### src/uart_ctl_defs.vh
// Constants for the second serial control register block.
// Assumes inclusion by bare name from the design files.
`ifndef UART_CTL_DEFS_VH
`define UART_CTL_DEFS_VH
// ==========================================================
// Register byte addresses
`define OFS_CTRL2 4'h0
`define OFS_MODE 4'h4
`define OFS_IRQ_STAT 4'h8
`define OFS_FLAGS 4'hc
// ==========================================================
// Control register two fields
`define B_TX_EMPTY_IRQ_EN 7
`define B_TX_DONE_IRQ_EN 6
`define B_RX_FULL_IRQ_EN 5
`define B_RX_QUIET_IRQ_EN 4
`define B_TX_ON 3
`define B_RX_ON 2
`define B_RX_STANDBY 1
`define B_BREAK_QUEUE 0
`define CTRL2_RESET 8'h00
// ==========================================================
// Mode register fields
`define B_LOOPBACK_SEL 0
`define B_RX_SOURCE_SEL 1
`define B_SINGLE_WIRE_DIR 2
`define B_CHAR_LEN_SEL 3
`define B_STANDBY_EXIT 4
`define MODE_RESET 5'h00
// ==========================================================
// Character timing
`define BITS_CHAR_SHORT 4'ha
`define BITS_CHAR_LONG 4'hb
`define BIT_CYCLES 16
// ==========================================================
// Bus answers
`define RESP_OKAY 2'h0
`define RESP_SLVERR 2'h2
`endif

### src/bit_tick.v
// Bit time divider: one-cycle tick every DIV clock cycles.
// Assumes a restart pulse aligns the first tick to a frame start.
`timescale 1ns/1ps
module bit_tick #(
  parameter DIV = 16
) (
  input wire clk_i,
  input wire rstn_i,
  input wire restart_i,
  output reg tick_o
);
  reg [15:0] cnt_q;
  // ==========================================================
  // Divider
  always @(posedge clk_i) begin
    if (!rstn_i) begin
      cnt_q <= 16'h0000;
      tick_o <= 1'b0;
    end else if (restart_i) begin
      // Restart cycle is the first of the bit; needs DIV of two or more
      cnt_q <= 16'h0001;
      tick_o <= 1'b0;
    end else if (cnt_q == DIV[15:0] - 16'h0001) begin
      cnt_q <= 16'h0000;
      tick_o <= 1'b1;
    end else begin
      cnt_q <= cnt_q + 16'h0001;
      tick_o <= 1'b0;
    end
  end
endmodule

### src/uart_ctl2.v
// Second serial control register: interrupt gating, enables,
// pin ownership, queued idle and break characters, rx standby.
// Assumes the data shifter, receiver and flags live outside and
// are synchronous to CLK_I.
`timescale 1ns/1ps
`include "uart_ctl_defs.vh"
// How it works
// - Control register reads and writes are accepted at any time.
// - Bit 7 gates the transmit buffer empty flag onto the interrupt.
// - Bit 6 gates the transmit done flag onto the interrupt.
// - Bit 5 gates the receive buffer full flag onto the interrupt.
// - Bit 4 gates the line quiet flag onto the interrupt.
// - Bit 3 enables transmitter; it then drives the transmit pin.
// - Internal loopback returns the transmit pin to general I/O.
// - In single-wire mode the direction bit sets pin direction.
// - Turning tx_on off then on queues one idle character.
// - Transmitter keeps the pin until pending characters finish.
// - Bit 2 enables receiver; when off, receive pin goes to I/O.
// - Bit 1 puts receiver in standby until wakeup clears it.
// - Wakeup is idle line, or set data MSB when method bit is one.
// - Writing one then zero to bit 0 queues one break.
// - While bit 0 stays one, break characters keep being queued.
// - Idle and break last 10 or 11 bits per char length select.
// - Loopback with receive source on forms single-wire mode.
// - Transmit done is one after reset and while fully idle.
module uart_ctl2 #(
  parameter BIT_DIV = `BIT_CYCLES
) (
  input wire CLK_I,
  input wire RSTN_I,
  input wire [3:0] AWADDR_I,
  input wire AWVALID_I,
  output reg AWREADY_O,
  input wire [31:0] WDATA_I,
  input wire [3:0] WSTRB_I,
  input wire WVALID_I,
  output reg WREADY_O,
  output reg [1:0] BRESP_O,
  output reg BVALID_O,
  input wire BREADY_I,
  input wire [3:0] ARADDR_I,
  input wire ARVALID_I,
  output reg ARREADY_O,
  output reg [31:0] RDATA_O,
  output reg [1:0] RRESP_O,
  output reg RVALID_O,
  input wire RREADY_I,
  input wire TX_BUF_EMPTY_I,
  input wire RX_BUF_FULL_I,
  input wire LINE_QUIET_I,
  input wire TX_BUSY_I,
  input wire TX_SHIFT_I,
  input wire RX_IDLE_WAKE_I,
  input wire RX_CHAR_DONE_I,
  input wire RX_CHAR_MSB_I,
  input wire TXD_I,
  input wire RXD_I,
  output reg TXD_O,
  output reg TXD_OE_O,
  output reg TXD_GPIO_O,
  output reg RXD_GPIO_O,
  output reg RX_LINE_O,
  output reg RX_ENABLE_O,
  output reg RX_STANDBY_O,
  output reg TX_HOLD_O,
  output reg TX_DONE_O,
  output reg IRQ_O
);
  localparam ST_IDLE = 2'h0;
  localparam ST_PRE = 2'h1;
  localparam ST_BRK = 2'h2;

  reg [7:0] ctrl2_q;
  reg [4:0] mode_q;
  reg [7:4] sticky_q;
  reg [7:4] flags_prev_q;
  reg have_aw_q;
  reg have_w_q;
  reg [3:0] waddr_q;
  reg [31:0] wdata_q;
  reg [3:0] wstrb_q;
  reg idle_pend_q;
  reg brk_pend_q;
  reg [1:0] state_q;
  reg [3:0] bits_q;
  reg tx_done_q;
  reg restart;
  reg [7:4] flags;
  reg [31:0] rdata_d;
  reg [1:0] rresp_d;
  wire tick;
  wire do_write;
  wire wr_ctrl2;
  wire wr_mode;
  wire rd_take;
  wire rd_stat;
  wire [7:0] wbyte;
  wire [3:0] char_bits;
  wire loop;
  wire rx_source_sel;
  wire tx_owns;
  wire wake;
  wire tx_line;
  wire char_end;
  wire next_pend;

  // Address check used by the write response path
  function mapped;
    input [3:0] a;
    begin
      mapped = (a == `OFS_CTRL2) || (a == `OFS_MODE) ||
               (a == `OFS_IRQ_STAT) || (a == `OFS_FLAGS);
    end
  endfunction

  // ==========================================================
  // Bit timer
  bit_tick #(
    .DIV(BIT_DIV)
  ) u_tick (
    .clk_i(CLK_I),
    .rstn_i(RSTN_I),
    .restart_i(restart),
    .tick_o(tick)
  );

  // Decoded strobes and modes
  assign do_write = have_aw_q & have_w_q & ~BVALID_O;
  assign wbyte = wdata_q[7:0];
  assign wr_ctrl2 = do_write & wstrb_q[0] & (waddr_q == `OFS_CTRL2);
  assign wr_mode = do_write & wstrb_q[0] & (waddr_q == `OFS_MODE);
  assign rd_take = ARVALID_I & ARREADY_O;
  assign rd_stat = rd_take & (ARADDR_I == `OFS_IRQ_STAT);
  assign loop = mode_q[`B_LOOPBACK_SEL];
  assign rx_source_sel = mode_q[`B_RX_SOURCE_SEL];
  assign char_bits = mode_q[`B_CHAR_LEN_SEL] ? `BITS_CHAR_LONG :
                     `BITS_CHAR_SHORT;
  // Pin held while enabled or while anything still goes out
  assign tx_owns = ctrl2_q[`B_TX_ON] | TX_BUSY_I |
                   (state_q != ST_IDLE) | idle_pend_q | brk_pend_q;
  assign wake = mode_q[`B_STANDBY_EXIT] ?
                (RX_CHAR_DONE_I & RX_CHAR_MSB_I) :
                RX_IDLE_WAKE_I;
  assign tx_line = (state_q == ST_BRK) ? 1'b0 :
                   (state_q == ST_PRE) ? 1'b1 : TX_SHIFT_I;
  assign char_end = (state_q != ST_IDLE) & tick &
                    (bits_q == char_bits - 4'h1);
  assign next_pend = ~TX_BUSY_I & (idle_pend_q | brk_pend_q |
                     ctrl2_q[`B_BREAK_QUEUE]);

  // ==========================================================
  // AXI4-Lite write channel, address and data in either order
  always @(posedge CLK_I) begin
    if (!RSTN_I) begin
      AWREADY_O <= 1'b1;
      WREADY_O <= 1'b1;
      have_aw_q <= 1'b0;
      have_w_q <= 1'b0;
      waddr_q <= 4'h0;
      wdata_q <= 32'h00000000;
      wstrb_q <= 4'h0;
      BVALID_O <= 1'b0;
      BRESP_O <= `RESP_OKAY;
    end else begin
      if (AWVALID_I & AWREADY_O) begin
        have_aw_q <= 1'b1;
        waddr_q <= AWADDR_I;
        AWREADY_O <= 1'b0;
      end
      if (WVALID_I & WREADY_O) begin
        have_w_q <= 1'b1;
        wdata_q <= WDATA_I;
        wstrb_q <= WSTRB_I;
        WREADY_O <= 1'b0;
      end
      if (do_write) begin
        have_aw_q <= 1'b0;
        have_w_q <= 1'b0;
        BVALID_O <= 1'b1;
        BRESP_O <= mapped(waddr_q) ? `RESP_OKAY : `RESP_SLVERR;
      end
      if (BVALID_O & BREADY_I) begin
        BVALID_O <= 1'b0;
        AWREADY_O <= 1'b1;
        WREADY_O <= 1'b1;
      end
    end
  end

  // Read data mux
  always @* begin
    rdata_d = 32'h00000000;
    rresp_d = `RESP_OKAY;
    case (ARADDR_I)
      `OFS_CTRL2: rdata_d[7:0] = ctrl2_q;
      `OFS_MODE: rdata_d[4:0] = mode_q;
      `OFS_IRQ_STAT: rdata_d[7:4] = sticky_q;
      `OFS_FLAGS: begin
        rdata_d[7:4] = flags;
        rdata_d[3] = tx_owns;
        rdata_d[1] = ctrl2_q[`B_RX_STANDBY];
      end
      default: rresp_d = `RESP_SLVERR;
    endcase
  end

  // ==========================================================
  // AXI4-Lite read channel
  always @(posedge CLK_I) begin
    if (!RSTN_I) begin
      ARREADY_O <= 1'b1;
      RVALID_O <= 1'b0;
      RDATA_O <= 32'h00000000;
      RRESP_O <= `RESP_OKAY;
    end else if (rd_take) begin
      ARREADY_O <= 1'b0;
      RVALID_O <= 1'b1;
      RDATA_O <= rdata_d;
      RRESP_O <= rresp_d;
    end else if (RVALID_O & RREADY_I) begin
      RVALID_O <= 1'b0;
      ARREADY_O <= 1'b1;
    end
  end

  // ==========================================================
  // Control and mode registers
  always @(posedge CLK_I) begin
    if (!RSTN_I) begin
      ctrl2_q <= `CTRL2_RESET;
      mode_q <= `MODE_RESET;
    end else begin
      if (wr_mode) begin
        mode_q <= wbyte[4:0];
      end
      if (wr_ctrl2) begin
        ctrl2_q <= wbyte;
      end else if (wake) begin
        ctrl2_q[`B_RX_STANDBY] <= 1'b0;
      end
    end
  end

  // ==========================================================
  // Queued idle and break requests
  always @(posedge CLK_I) begin
    if (!RSTN_I) begin
      idle_pend_q <= 1'b0;
      brk_pend_q <= 1'b0;
    end else begin
      if (wr_ctrl2 & wbyte[`B_TX_ON] & ~ctrl2_q[`B_TX_ON]) begin
        idle_pend_q <= 1'b1;
      end else if (restart & idle_pend_q) begin
        idle_pend_q <= 1'b0;
      end
      if (wr_ctrl2 & wbyte[`B_BREAK_QUEUE]) begin
        brk_pend_q <= 1'b1;
      end else if (restart & ~idle_pend_q) begin
        brk_pend_q <= 1'b0;
      end
    end
  end

  // ==========================================================
  // Idle and break character sequencer
  always @* begin
    restart = 1'b0;
    if ((state_q == ST_IDLE) | char_end) begin
      restart = next_pend;
    end
  end

  always @(posedge CLK_I) begin
    if (!RSTN_I) begin
      state_q <= ST_IDLE;
      bits_q <= 4'h0;
    end else begin
      case (state_q)
        ST_IDLE: begin
          bits_q <= 4'h0;
          if (restart) begin
            state_q <= idle_pend_q ? ST_PRE : ST_BRK;
          end
        end
        ST_PRE, ST_BRK: begin
          if (char_end) begin
            bits_q <= 4'h0;
            state_q <= ~restart ? ST_IDLE :
                       idle_pend_q ? ST_PRE : ST_BRK;
          end else if (tick) begin
            bits_q <= bits_q + 4'h1;
          end
        end
        default: state_q <= ST_IDLE;
      endcase
    end
  end

  // Flag levels seen by the interrupt logic
  always @* begin
    flags[7] = TX_BUF_EMPTY_I;
    flags[6] = tx_done_q;
    flags[5] = RX_BUF_FULL_I;
    flags[4] = LINE_QUIET_I;
  end

  // ==========================================================
  // Transmit done, sticky events, interrupt
  always @(posedge CLK_I) begin
    if (!RSTN_I) begin
      tx_done_q <= 1'b1;
      flags_prev_q <= 4'h0;
      sticky_q <= 4'h0;
      IRQ_O <= 1'b0;
    end else begin
      tx_done_q <= TX_BUF_EMPTY_I & ~TX_BUSY_I & (state_q == ST_IDLE) &
                   ~restart & ~idle_pend_q & ~brk_pend_q;
      flags_prev_q <= flags;
      // New rising edges win over the clearing read
      sticky_q <= (rd_stat ? 4'h0 : sticky_q) | (flags & ~flags_prev_q);
      IRQ_O <= (ctrl2_q[`B_TX_EMPTY_IRQ_EN] & (flags[7] | sticky_q[7])) |
               (ctrl2_q[`B_TX_DONE_IRQ_EN] & (flags[6] | sticky_q[6])) |
               (ctrl2_q[`B_RX_FULL_IRQ_EN] & (flags[5] | sticky_q[5])) |
               (ctrl2_q[`B_RX_QUIET_IRQ_EN] &
                (flags[4] | sticky_q[4]));
    end
  end

  // ==========================================================
  // Pin ownership and routing
  always @(posedge CLK_I) begin
    if (!RSTN_I) begin
      TXD_O <= 1'b1;
      TXD_OE_O <= 1'b0;
      TXD_GPIO_O <= 1'b1;
      RXD_GPIO_O <= 1'b1;
      RX_LINE_O <= 1'b1;
      RX_ENABLE_O <= 1'b0;
      RX_STANDBY_O <= 1'b0;
      TX_HOLD_O <= 1'b0;
      TX_DONE_O <= 1'b1;
    end else begin
      TXD_O <= tx_line;
      TXD_GPIO_O <= ~tx_owns | (loop & ~rx_source_sel);
      if (loop & ~rx_source_sel) begin
        TXD_OE_O <= 1'b0;
      end else if (loop & rx_source_sel) begin
        TXD_OE_O <= tx_owns & mode_q[`B_SINGLE_WIRE_DIR];
      end else begin
        TXD_OE_O <= tx_owns;
      end
      if (loop & rx_source_sel) begin
        RX_LINE_O <= TXD_OE_O ? TXD_O : TXD_I;
      end else if (loop) begin
        RX_LINE_O <= tx_line;
      end else begin
        RX_LINE_O <= RXD_I;
      end
      RXD_GPIO_O <= ~ctrl2_q[`B_RX_ON] | loop;
      RX_ENABLE_O <= ctrl2_q[`B_RX_ON];
      RX_STANDBY_O <= ctrl2_q[`B_RX_STANDBY];
      TX_HOLD_O <= (state_q != ST_IDLE); // Lines up with TXD_O
      TX_DONE_O <= tx_done_q;
    end
  end
endmodule

### config.mk
export PLATFORM = sky130hd
export DESIGN_NAME = uart_ctl2
export DESIGN_NICKNAME = d
export VERILOG_FILES = /design/src/bit_tick.v /design/src/uart_ctl2.v
export VERILOG_INCLUDE_DIRS = /design/src
export SDC_FILE = /design/constraint.sdc
export NUM_CORES = 1
export LEC_CHECK = 0
export BUFFER_PORTS_ARGS = -buffer_cell sky130_fd_sc_hd__buf_4
export CORE_ASPECT_RATIO = 1.4
export CORE_MARGIN = 4
export CORE_UTILIZATION = 55
export CTS_CLUSTER_SIZE = 25
export DETAILED_ROUTE_END_ITERATION = 6
export PLACE_DENSITY = 0.84
export RECOVER_POWER = 100
export SYNTH_ARGS = -nofsm -noshare
export SYNTH_HDL_FRONTEND = slang
export SYNTH_HIERARCHICAL = 1
export SYNTH_SLANG_ARGS = --single-unit
### constraint.sdc
create_clock -name CLK_I -period 3.6 [get_ports CLK_I]
set_clock_uncertainty 0.1 [all_clocks]
set_input_delay 0.36 -clock CLK_I [delete_from_list [all_inputs] [get_ports CLK_I]]
set_output_delay 0.36 -clock CLK_I [all_outputs]
set_load 0.01 [all_outputs]
### Word level (Yosys, flattened, before mapping)

Cells that the tools add are included.

| word-level totals | value |
|---|---|
| register bits | 89 |

| cells by class | value |
|---|---|
| $add $sub $neg | 3 |
| eq/ne operators | 13 |
| multiplexer cells | 39 |
| bitwise logic cells | 61 |
| reduce and logical (&&, ||, !) cells | 22 |

Operators by type and width:

| cell | count |
|---|---|
| $and A1 B1 Y1 | 32 |
| $mux W1 | 22 |
| $add A16 B1 Y16 const B | 1 |
| $eq A16 B4 Y1 const B | 1 |
| $eq A4 B4 Y1 const B | 4 |
| $or A1 B1 Y1 | 16 |
| $mux W2 | 6 |
| $mux W4 | 3 |
| $reduce_bool A2 Y1 | 6 |
| $reduce_or A2 Y1 | 6 |
| $not A1 Y1 | 10 |
| $pmux W3 S3 | 1 |
| $eq A4 B3 Y1 const B | 2 |
| $logic_not A4 Y1 | 2 |
| $pmux W4 S2 | 1 |
| $pmux W1 S2 | 3 |
| $add A4 B1 Y4 const B | 1 |
| $and A4 B4 Y4 | 1 |
| $eq A4 B4 Y1 | 1 |
| $ne A2 B2 Y1 const B | 2 |
| $not A4 Y4 | 1 |
| $or A4 B4 Y4 | 1 |
| $pmux W1 S4 | 1 |
| $pmux W2 S2 | 1 |
| other kinds (10) | 13 |

### Logic depth before layout (Yosys ltp)

Gate-level depths: netlist of run 1.

| depth | value |
|---|---|
| depth after elaboration | 10 |
| depth in mapped cells | 8 |
| mapped depth without buffers | 7 |

### By module

Netlist of run 1, hierarchy kept.

Modules (own cells, without submodules):

| module | instances | cells an instance | area an instance (um^2) |
|---|---|---|---|
| uart_ctl2 | 1 | 350 | 3083.0 |
| bit_tick | 1 | 81 | 749.5 |

### Worst setup path before layout of run 1

OpenSTA, ideal clock, no wires.

| timing | value |
|---|---|
| path type | flip-flop to flip-flop |
| start | register bits_q[0] |
| end | register u_tick.cnt_q[10] |
| library setup time | 0.064 ns |
| arrival time | 1.579 ns |
| required time | 3.436 ns |
| path slack | 1.858 ns |
| stages on the path, launching flop included | 8 |
| buffers on the path | 1 |
| clock period less this slack | 1.742 ns |
| cells stage by stage | dfxtp_1 > and3b_1 > o2111ai_1 > nand2_1 > and2_1 > nand3b_1 > buf_4 > nor2_1 |

| between the ends | value |
|---|---|
| cells in the longest elaborated chain, start to end | 5 |

Ends and longest elaborated chain:

| what | line | text |
|---|---|---|
| start: declaration | uart_ctl2.v:85 | `reg [3:0] bits_q;` |
| start signal: assignment | uart_ctl2.v:291 | `bits_q <= bits_q + 4'h1;` |
| $eq A4 B4 Y1 | uart_ctl2.v:147 | `(bits_q == char_bits - 4'h1);` |
| $and A1 B1 Y1 | uart_ctl2.v:146 | `assign char_end = (state_q != ST_IDLE) & tick &` |
| $or A1 B1 Y1 | uart_ctl2.v:268 | `if ((state_q == ST_IDLE) \| char_end) begin` |
| $mux W1 | uart_ctl2.v:268 |  |
| via restart | uart_ctl2.v:87 | `reg restart;` |
| $reduce_or A3 Y1 (no line) | n/a |  |
| end signal: assignment | bit_tick.v:27 | `cnt_q <= cnt_q + 16'h0001;` |
| end: declaration | bit_tick.v:12 | `reg [15:0] cnt_q;` |

The timed path passes the listed nets, and every way through them passes these cells.
A chain may end at the register's enable or synchronous reset.

### Worst setup path in the final report of run 1

| timing | value |
|---|---|
| start | input port RSTN_I |
| end | register IRQ_O |

RTL lines:

| what | line | text |
|---|---|---|
| start: declaration | uart_ctl2.v:30 | `input wire RSTN_I,` |
| end signal: assignment | uart_ctl2.v:321 | `` IRQ_O <= (ctrl2_q[`B_TX_EMPTY_IRQ_EN] & (flags[7] \| sticky_q[7])) \| `` |
| end: declaration | uart_ctl2.v:67 | `output reg IRQ_O` |

No word-level cell between the ends.

==> results of run 1 <==
routing by layer:
metal / share of wire [%] / vias to the layer above
li1: - / 1538
met1: 41 / 1454
met2: 52 / 92
met3: 5.0 / 16
met4: 2.2 / 0
met5: 0 / -
critical path: stages:
cell and delay (ns):
clkbuf_1 0.84, clkinv_1 0.73, buf_4 0.44, a41oi_1 0.20
sequential cells by signal, indices dropped and copies added, names as in the netlist, 2 cells and up:
name / count
bits_q: 4
u_tick/cnt_q: 16
flags_prev_q: 4
state_q: 2
waddr_q: 4
wdata_q: 8
sticky_q: 4
mode_q: 5
RDATA_O: 8
ctrl2_q: 8
power groups by stage:
stage                     Clock, mW  Combinational [mW]  Sequential (mW)
after floorplan                   0               0.109             1.04
after global placement            0               0.148             1.04
after detailed placement          0               0.152             1.04
after CTS                     0.754               0.153             1.02
after global routing          0.803               0.162             1.02
final                         0.749               0.144             1.02
path summary, 6_finish.rpt:
kind	from	cells past startpoint	slack [ns]	end
worst max-delay path	RSTN_I	4	1.20	IRQ_O$_SDFF_PN0_
worst min-delay path	WVALID_I	2	0.10	WREADY_O$_SDFFE_PP1P_
worst max register to register	bits_q[0]$_SDFFE_PN0P_	6	1.40	u_tick/cnt_q[10]$_SDFF_PP0_
worst min register to register	wdata_q[5]$_SDFFE_PN0P_	2	0.35	ctrl2_q[5]$_SDFFE_PN0N_
cell type report:
class | instances | share of cell area (%)
clock buffers | 10 | 2.94
clock inverters | 6 | 2.16
inverters | 12 | 1.04
multi-input cells | 319 | 43.2
flip-flops and latches | 87 | 40.1
well taps | 92 | 2.65
repair buffers | 59 | 7.94
per-stage QoR:
step | area [µm²] | total power, mW
floorplan | 3930 | 1.15
global placement | 4230 | 1.18
detailed placement | 4230 | 1.19
CTS | 4450 | 1.92
global route | 4350 | 1.98
finish | 4350 | 1.91
synthesized netlist by cell type (2+ instances only):
library cell  number
clkbuf_1           9
xnor2_1           14
dfxtp_1           87
a31oi_1            3
nand2_1           53
nand2b_1           9
xor2_1             3
a41o_1             2
mux2i_1            9
a2bb2oi_1          3
nand4_1            4
and3_1             2
nand3b_1           5
a22oi_1            4
o21ai_0           15
nor4_2             3
nor2_1            48
ha_1               6
nand3_1           16
nor3_1            11
nor3b_1            2
a21oi_1           35
and2_1             9
buf_4             27
inv_1             11
nor2b_1            7
nor4_1             3
mux2_2             4
o211ai_1           2
o2111ai_1          2
o22ai_1            2
kinds of logic after synthesis:
logic type / share of synthesized area (%)
compound gates: 11.8
other cells: 0.0978
mux: 4.11
simple gates: 24.9
xor+xnor: 3.89
fa+ha+maj: 1.96
flops: 45.4
buf+inv: 7.77
==> results_dict.tcl, run 1 <==
set metrics [dict create \
    nets 555 \
    tns_ns 0 \
    die-area_mm2 0.00839 \
    start_kind "primary input" \
    place.gp.congestion 0.809 \
    ys_async_sr_fraction_pct 0 \
    wl_per_cell_um 13.4 \
    grt_usage_pct 19.1 \
    ir_drop_v 0.000230 \
    ys.flop_type "dfxtp_1" \
    core_area_mm2 0.00670 \
    n_fill_cell 599 \
    multi_input_area_mm2 0.00188 \
    diodes 0 \
    areaGrowthSynthToFinish_pct 13.4 \
    synth.avg_cell_area_um2 8.89 \
    num_rows 35 \
    pre_cts_slack_ns 1.51 \
    critPathCaptureType "flop" \
    io_pins 112 \
    p_comb_share_pct 7.6 \
    synth_top_area_share_pct 45.4 \
    internal-power_mw 1.45 \
    drc 0 \
    initial_core_util_pct 57.2 \
    overflow 0 \
    layout_commonest_cell "dfxtp_1" \
    seq_power_share_pct 53.2 \
    synth_area_leaders "dfxtp_1, buf_4, nand2_1, nor2_1, a21oi_1" \
    drtIter0Drc 203 \
    fin_crit_ns 2.40 \
    numClockSinks 87 \
    yosys_warnings 6 \
    critPathMaxFanout 28 \
    cts.htree.levels 3 \
    fin_crit_sh_pct 66.6 \
    final_layout_size_suffix_gt1_share_pct 12.4 \
    clk_pin_slew_ns 0.09 \
    clock-root-buffer "clkbuf_8" \
    path_class "primary input to flop" \
    critPathRequiredTime_ns 3.78 \
    hpwl_mm 5.78 \
    hold_buffers 0 \
    dp.cells 569 \
    status "completed" \
    use_met3_pct 2.69 \
    synth-edff-count 0 \
    fp.dieW_um 78.6 \
    cts_setup_buffers 0 \
    grt_pass1_wl_mm 13.1 \
    relSlewSlack_pct 22.4 \
    finalSetupViolCount 0 \
    cellLeakagePower_nw 1.65 \
    swShare_pct 24.1 \
    cts_made_buffers 9 \
    cts_resized 0 \
    grt_use_met1_pct 22.1 \
    yosysTopAreaCell "dfxtp_1" \
    synth-seq-area-share_pct 45.4 \
    routed_wl_mm 7.85 \
    seq_area_mm2 0.00174 \
    via_per_inst 5.30 \
    syn-cell-area_mm2 0.00383 \
    cts_tree "done" \
    detail-route-antenna-nets 0 \
    use_met2_pct 34.4 \
    fin_cells 585 \
    layout_setup_ws_ns 1.20 \
    fmax_ghz 0.417 \
    holdWs_ns 0.103 \
    slew_violations 0 \
    num_vias 3100 \
    min_path_type "primary input to flop" \
    grt_setup_unrepaired "false" \
    grt_max_degree 29 \
    fin_util_pct 64.9 \
    drtPass1Iterations 4 \
    io_buffers 58 \
    arrival_ns 2.58 \
    worst_pin_slew_ns 1.16 \
    power_density_mw_per_mm2 439 \
    yosys.cell_types.count 52 \
    p_switching_mw 0.460 \
    cts_buffer_depth 2 \
    syn_inst 431 \
    p_clk_share_pct 39.2 \
    synth_seq_cells 87 \
    die_h_um 107 \
    clkLatencyLatePin_ns 0.36 \
    hold_viol_final 0 \
    grt-busiest-layer "met2" \
    final_cell_mix "dfxtp_1, nand2_1, nor2_1" \
    antenna_found_initial 0 \
    maxCapViolCount 0 \
    grt_pass1_vias 2931 \
]
Power figures use the tool's default switching activity.
==> inputs of run 2 (changes only) <==
--- a/config.mk
+++ b/config.mk
@@ -6,13 +6,14 @@
 export SDC_FILE = /design/constraint.sdc
 export NUM_CORES = 1
 export LEC_CHECK = 0
+export ABC_AREA = 1
 export BUFFER_PORTS_ARGS = -buffer_cell sky130_fd_sc_hd__buf_4
 export CORE_ASPECT_RATIO = 1.4
 export CORE_MARGIN = 4
-export CORE_UTILIZATION = 55
+export CORE_UTILIZATION = 47
 export CTS_CLUSTER_SIZE = 25
 export DETAILED_ROUTE_END_ITERATION = 6
-export PLACE_DENSITY = 0.84
+export PLACE_DENSITY = 0.76
 export RECOVER_POWER = 100
 export SYNTH_ARGS = -nofsm -noshare
 export SYNTH_HDL_FRONTEND = slang
==> constraint.sdc (replaced) <==
create_clock -name CLK_I -period 2 [get_ports CLK_I]
set_clock_uncertainty 0.1 [all_clocks]
set_input_delay 0.2 -clock CLK_I [delete_from_list [all_inputs] [get_ports CLK_I]]
set_output_delay 0.2 -clock CLK_I [all_outputs]
set_load 0.01 [all_outputs]
==> results_dict.tcl, run 2 <==
set metrics [dict create \
    r2r-end "u_tick/cnt_q[8]$_SDFF_PP0_" \
    fin_crit_ns 1.81 \
    synth_area_leaders "dfxtp_1, nand2_1, nor2_1, buf_4, o21ai_0" \
    nets 654 \
    start_kind "flop" \
    detail-route-antenna-nets 0 \
    max_stage_delay_ns 0.38 \
    cellLeakagePower_nw 2.01 \
    io_buffers 58 \
    dp.cells 671 \
    hold_viol_final 0 \
    arrival_ns 1.94 \
    reg2reg_slack_ns 0.19 \
    internal-power_mw 3.08 \
    clock-root-buffer "clkbuf_16" \
    regMostFlops "u_tick/cnt_q" \
    fin_crit_sh_pct 90.6 \
    io_pins 112 \
    finalSetupViolCount 0 \
    grt_pass1_wl_mm 14.2 \
    drc 0 \
    synth_top_area_share_pct 44.6 \
    worst_pin_slew_ns 0.535 \
    synth-seq-area-share_pct 44.6 \
    cts_setup_buffers 0 \
    min_path_type "primary input to flop" \
    swShare_pct 24.4 \
    p_comb_share_pct 10.1 \
    synth_seq_cells 87 \
    cts_tree "done" \
    final_cell_mix "nand2_1, dfxtp_1, nor2_1" \
    critPathMaxFanout 12 \
    syn-cell-area_mm2 0.00390 \
    yosys.cell_types.count 38 \
    tns_ns 0 \
    antenna_found_initial 0 \
    slew_violations 0 \
    synth-edff-count 0 \
    relSlewSlack_pct 64.1 \
    hold_end "wdata_q[6]$_SDFFE_PN0P_" \
    synth_most_common_cell "nand2_1" \
    ir_drop_v 0.000519 \
    die_h_um 116 \
    path_class "flop to flop" \
    critPathRequiredTime_ns 2.13 \
    areaGrowthSynthToFinish_pct 18.0 \
    p_clk_share_pct 43.9 \
    ys.flop_type "dfxtp_1" \
    cts_buffer_depth 2 \
    drtIter0Drc 201 \
    num_rows 39 \
    die-area_mm2 0.00984 \
    core_area_mm2 0.00815 \
    status "completed" \
    ys_async_sr_fraction_pct 0 \
    worstHoldPathCells 3 \
    fin_cells 695 \
    num_vias 3417 \
    place.gp.congestion 0.890 \
    yosys_warnings 6 \
    numClockSinks 87 \
    yosysTopAreaCell "dfxtp_1" \
    fp.dieW_um 85 \
    overflow 0 \
    layout_setup_ws_ns 0.188 \
    largest_reg_flops 16 \
    maxCapViolCount 0 \
    fmax_ghz 0.552 \
    grt_usage_pct 17.7 \
    crit_path_frequent_cell "nor2_2" \
    via_per_inst 4.92 \
    synth.avg_cell_area_um2 7.53 \
    wl_per_cell_um 12.0 \
    critPathCaptureType "flop" \
    holdWs_ns 0.0108 \
    hpwl_mm 6.13 \
    final_layout_size_suffix_gt1_share_pct 13.7 \
    seq_power_share_pct 46.1 \
    min_from "WDATA_I[6]" \
    grt_setup_unrepaired "false" \
    cts.htree.levels 3 \
    cp_slowest_cell "dfxtp_1" \
    p_switching_mw 0.996 \
    drtPass1Iterations 4 \
    rr_startpoint "state_q[0]$_SDFFE_PN0P_" \
    clk_pin_slew_ns 0.06 \
    worstPathCellList "inv_1 -> ha_1 -> inv_2 -> nand2_1 -> nor2_2 -> nand2_2 -> a21oi_1 -> nor2_2 -> nand2_4 -> nor2_1" \
    grt_pass1_vias 3354 \
    layout_commonest_cell "nand2_1" \
    grt_max_degree 44 \
    cts_made_buffers 9 \
    synth_common_cells "nand2_1, dfxtp_1, nor2_1" \
    routed_wl_mm 8.36 \
    pre_cts_slack_ns 0.169 \
    reg2reg_depth 10 \
    initial_core_util_pct 47.9 \
    finalPower_mw 4.07 \
    clkLatencyLatePin_ns 0.34 \
    power_density_mw_per_mm2 885 \
    syn_inst 518 \
]
==> run 2: what timing repair did <==
| action | in CTS | in global routing |
|---|---|---|
| endpoints found under the hold margin | 6 | 0 |
| setup endpoints to repair | 0 | 7 |
| gates resized for setup | 0 | 1 |
| hold buffers | 7 | 0 |
==> run 2: final cells by class <==
class / instances / area (µm²)
diodes: 1 / 2.50
well taps: 102 / 128
inverters: 57 / 219
fillers: 772 / 3550
clock inverters: 6 / 91.3
multi-input cells: 364 / 1760
repair buffers: 68 / 430
clock buffers: 10 / 229
flip-flops and latches: 87 / 1740
==> run 2: power groups by stage <==
stage	Sequential, mW	Clock, mW	Combinational [mW]
2_1_floorplan	1.92	0	0.303
3_3_place_gp	1.91	0	0.410
3_5_place_dp	1.92	0	0.427
4_1_cts	1.88	1.83	0.442
5_1_grt	1.89	1.89	0.470
6_report	1.88	1.79	0.410
==> run 2: stage by stage <==
| stage | cell area (µm²) | utilization [%] |
|---|---|---|
| floorplan | 4000 | - |
| global placement | 4330 | 53.2 |
| detailed placement | 4330 | 53.2 |
| CTS | 4720 | 58.0 |
| global route | 4600 | 56.5 |
| finish | 4600 | 56.5 |
==> run 2: how the worst max path moves through the flow <==
stage	from	endpoint	slack, ns	depth (start not counted)
after floorplan	state_q[0]$_SDFFE_PN0P_	u_tick/cnt_q[5]$_SDFF_PP0_	0.22	11
after global routing	state_q[0]$_SDFFE_PN0P_	brk_pend_q$_SDFFE_PN0P_	0.004	11
after detailed placement	state_q[1]$_SDFFE_PN0P_	u_tick/cnt_q[2]$_SDFF_PP0_	0.17	10
after global placement	state_q[0]$_SDFFE_PN0P_	u_tick/cnt_q[2]$_SDFF_PP0_	0.20	10
after CTS	state_q[1]$_SDFFE_PN0P_	u_tick/cnt_q[2]$_SDFF_PP0_	0.14	10
final	state_q[0]$_SDFFE_PN0P_	u_tick/cnt_q[8]$_SDFF_PP0_	0.19	10
==> run 2: layer usage <==
metal	wire length [µm]	global-route usage, %	vias to the layer above
met5	0	0	-
met4	235	9.50	0
met3	428	3.84	18
met2	4270	32.0	90
met1	3420	19.1	1554
li1	-	-	1755
==> run 2: worst max-delay path: cells and delay by family (launching register included) <==
kind                     cells  cell delay (ns)
AND/OR/NAND/NOR              6             0.57
buffers and inverters        2             0.17
adder cells (fa/ha/maj)      1             0.28
AO/OA/AOI/OAI                1             0.21
flip-flops                   1             0.38
==> run 2: cell families (layout without fill, tap and decap cells) <==
logic type	after synthesis	after routing	synth area share (%)
AO/OA/AOI/OAI	85	85	12.3
XOR/XNOR	6	6	1.35
adder cells (fa/ha/maj)	6	6	1.92
buffers and inverters	92	141	11.9
flip-flops	87	87	44.6
multiplexers	1	1	0.257
other	1	27	0.0961
AND/OR/NAND/NOR	240	240	27.5
==> inputs of run 3 (changes only) <==
--- a/config.mk
+++ b/config.mk
@@ -6,9 +6,8 @@
 export SDC_FILE = /design/constraint.sdc
 export NUM_CORES = 1
 export LEC_CHECK = 0
-export ABC_AREA = 1
 export BUFFER_PORTS_ARGS = -buffer_cell sky130_fd_sc_hd__buf_4
-export CORE_ASPECT_RATIO = 1.4
+export CORE_ASPECT_RATIO = 0.9
 export CORE_MARGIN = 4
 export CORE_UTILIZATION = 47
 export CTS_CLUSTER_SIZE = 25
==> results_dict.tcl, run 3 (synthesis results as in run 1) <==
set metrics [dict create \
    drtIter0Drc 117 \
    cp.depth 6 \
    wl_per_cell_um 13.5 \
    status "completed" \
    fp.dieW_um 103 \
    place_area_mm2 0.00429 \
    path_class "flop to flop" \
    finalPower_mw 3.44 \
    nets 573 \
    min_from "BREADY_I" \
    tns_ns 0 \
    final_cell_mix "dfxtp_1, nand2_1, nor2_1" \
    diodes 0 \
    critPathMaxFanout 6 \
    crit_family "flip-flops" \
    grt_usage_pct 17.5 \
    min_path_type "primary input to flop" \
    hpwl_mm 5.82 \
    die_h_um 93.7 \
    fin_crit_ns 1.83 \
    cts_setup_buffers 0 \
    drtPass1Iterations 4 \
    slew_violations 0 \
    holdWs_ns 0.0218 \
    fin_cells 606 \
    finalSetupViolCount 0 \
    clock-root-buffer "clkbuf_8" \
    die-area_mm2 0.00966 \
    cts_buffer_depth 2 \
    cts.htree.levels 3 \
    design_area_mm2 0.00452 \
    arrival_ns 1.96 \
    routed_wl_mm 8.18 \
    grt_setup_unrepaired "false" \
    cts_tree "done" \
    hold_end "BVALID_O$_SDFFE_PP0N_" \
    io_buffers 58 \
    reg2reg_slack_ns 0.17 \
    power_density_mw_per_mm2 762 \
    worst_pin_slew_ns 0.530 \
    start_kind "flop" \
    critPathRequiredTime_ns 2.13 \
    maxCapViolCount 0 \
    final_layout_size_suffix_gt1_share_pct 12.4 \
    cp_slowest_cell "dfxtp_1" \
    overflow 0 \
    crit_buf_inv 1 \
    largest_reg_flops 16 \
    drc 0 \
    reg2reg_depth 6 \
    fin_crit_sh_pct 91.3 \
    numClockSinks 87 \
    num_rows 30 \
    areaGrowthSynthToFinish_pct 18.0 \
    clk_pin_slew_ns 0.08 \
    rr_startpoint "state_q[1]$_SDFFE_PN0P_" \
    num_vias 3109 \
    relSlewSlack_pct 64.4 \
    cts_resized 0 \
    critPathCaptureType "flop" \
    worstHoldPathCells 3 \
    detail-route-antenna-nets 0 \
    fmax_ghz 0.547 \
    hold_viol_final 0 \
    core_area_mm2 0.00773 \
    io_pins 112 \
    hold_buffers 13 \
    grt_pass1_wl_mm 13.5 \
    layout_commonest_cell "dfxtp_1" \
    antenna_found_initial 0 \
    worstPathCellList "inv_1 -> ha_1 -> mux2_2 -> nand4_1 -> xor2_1 -> nor2_1" \
    grt_max_degree 29 \
    ir_drop_v 0.000666 \
    max_stage_delay_ns 0.42 \
    clkLatencyLatePin_ns 0.34 \
    via_per_inst 5.13 \
    place.gp.congestion 0.818 \
    r2r-end "bits_q[3]$_SDFFE_PN0P_" \
    grt_pass1_vias 2905 \
    regMostFlops "u_tick/cnt_q" \
    cts_made_buffers 9 \
    cellLeakagePower_nw 1.73 \
    initial_core_util_pct 49.6 \
    dp.cells 578 \
]
==> run 3: area by class of cell <==
| type | count | area [µm²] |
|---|---|---|
| flip-flops and latches | 87 | 1740 |
| clock buffers | 10 | 138 |
| fillers | 701 | 3210 |
| repair buffers | 77 | 510 |
| multi-input cells | 319 | 1880 |
| inverters | 12 | 45.0 |
| well taps | 96 | 120 |
| clock inverters | 5 | 82.6 |
==> run 3: worst max-delay path by stage <==
| stage | from | endpoint | slack, ns |
|---|---|---|---|
| after floorplan | bits_q[0]$_SDFFE_PN0P_ | u_tick/cnt_q[10]$_SDFF_PP0_ | 0.26 |
| after global placement | state_q[0]$_SDFFE_PN0P_ | bits_q[3]$_SDFFE_PN0P_ | 0.25 |
| after detailed placement | state_q[1]$_SDFFE_PN0P_ | bits_q[3]$_SDFFE_PN0P_ | 0.18 |
| after CTS | bits_q[0]$_SDFFE_PN0P_ | u_tick/cnt_q[6]$_SDFF_PP0_ | 0.17 |
| after global routing | bits_q[0]$_SDFFE_PN0P_ | u_tick/cnt_q[6]$_SDFF_PP0_ | 0.004 |
| final | state_q[1]$_SDFFE_PN0P_ | bits_q[3]$_SDFFE_PN0P_ | 0.17 |
==> run 3: stage by stage <==
step / util [%] / setup slack (ns)
finish: 58.5 / 0.173
global route: 58.5 / 0.00356
CTS: 60.0 / 0.166
detailed placement: 55.4 / 0.181
global placement: 55.4 / 0.247
floorplan: - / 0.258
==> run 3: per-layer routing <==
metal | GRT usage, % | vias up | part of all wire (%)
met1 | 22.8 | 1429 | 46
met4 | 3.56 | 0 | 0.67
met5 | 0 | - | 0
li1 | - | 1574 | -
met3 | 4.31 | 5 | 7.3
met2 | 29.3 | 101 | 46
==> run 3: worst register-to-register path: stages, from the launching register on <==
cell     delay, ns
dfxtp_1       0.42
inv_1         0.09
ha_1          0.38
mux2_2        0.41
nand4_1       0.12
xor2_1        0.15
nor2_1        0.05
==> run 3: report_power, final <==
| group | internal, mW | total, mW | switching (mW) | leakage [nW] |
|---|---|---|---|---|
| Combinational | 0.130 | 0.286 | 0.156 | 0.908 |
| Clock | 0.733 | 1.33 | 0.596 | 0.112 |
| Sequential | 1.78 | 1.83 | 0.0436 | 0.710 |
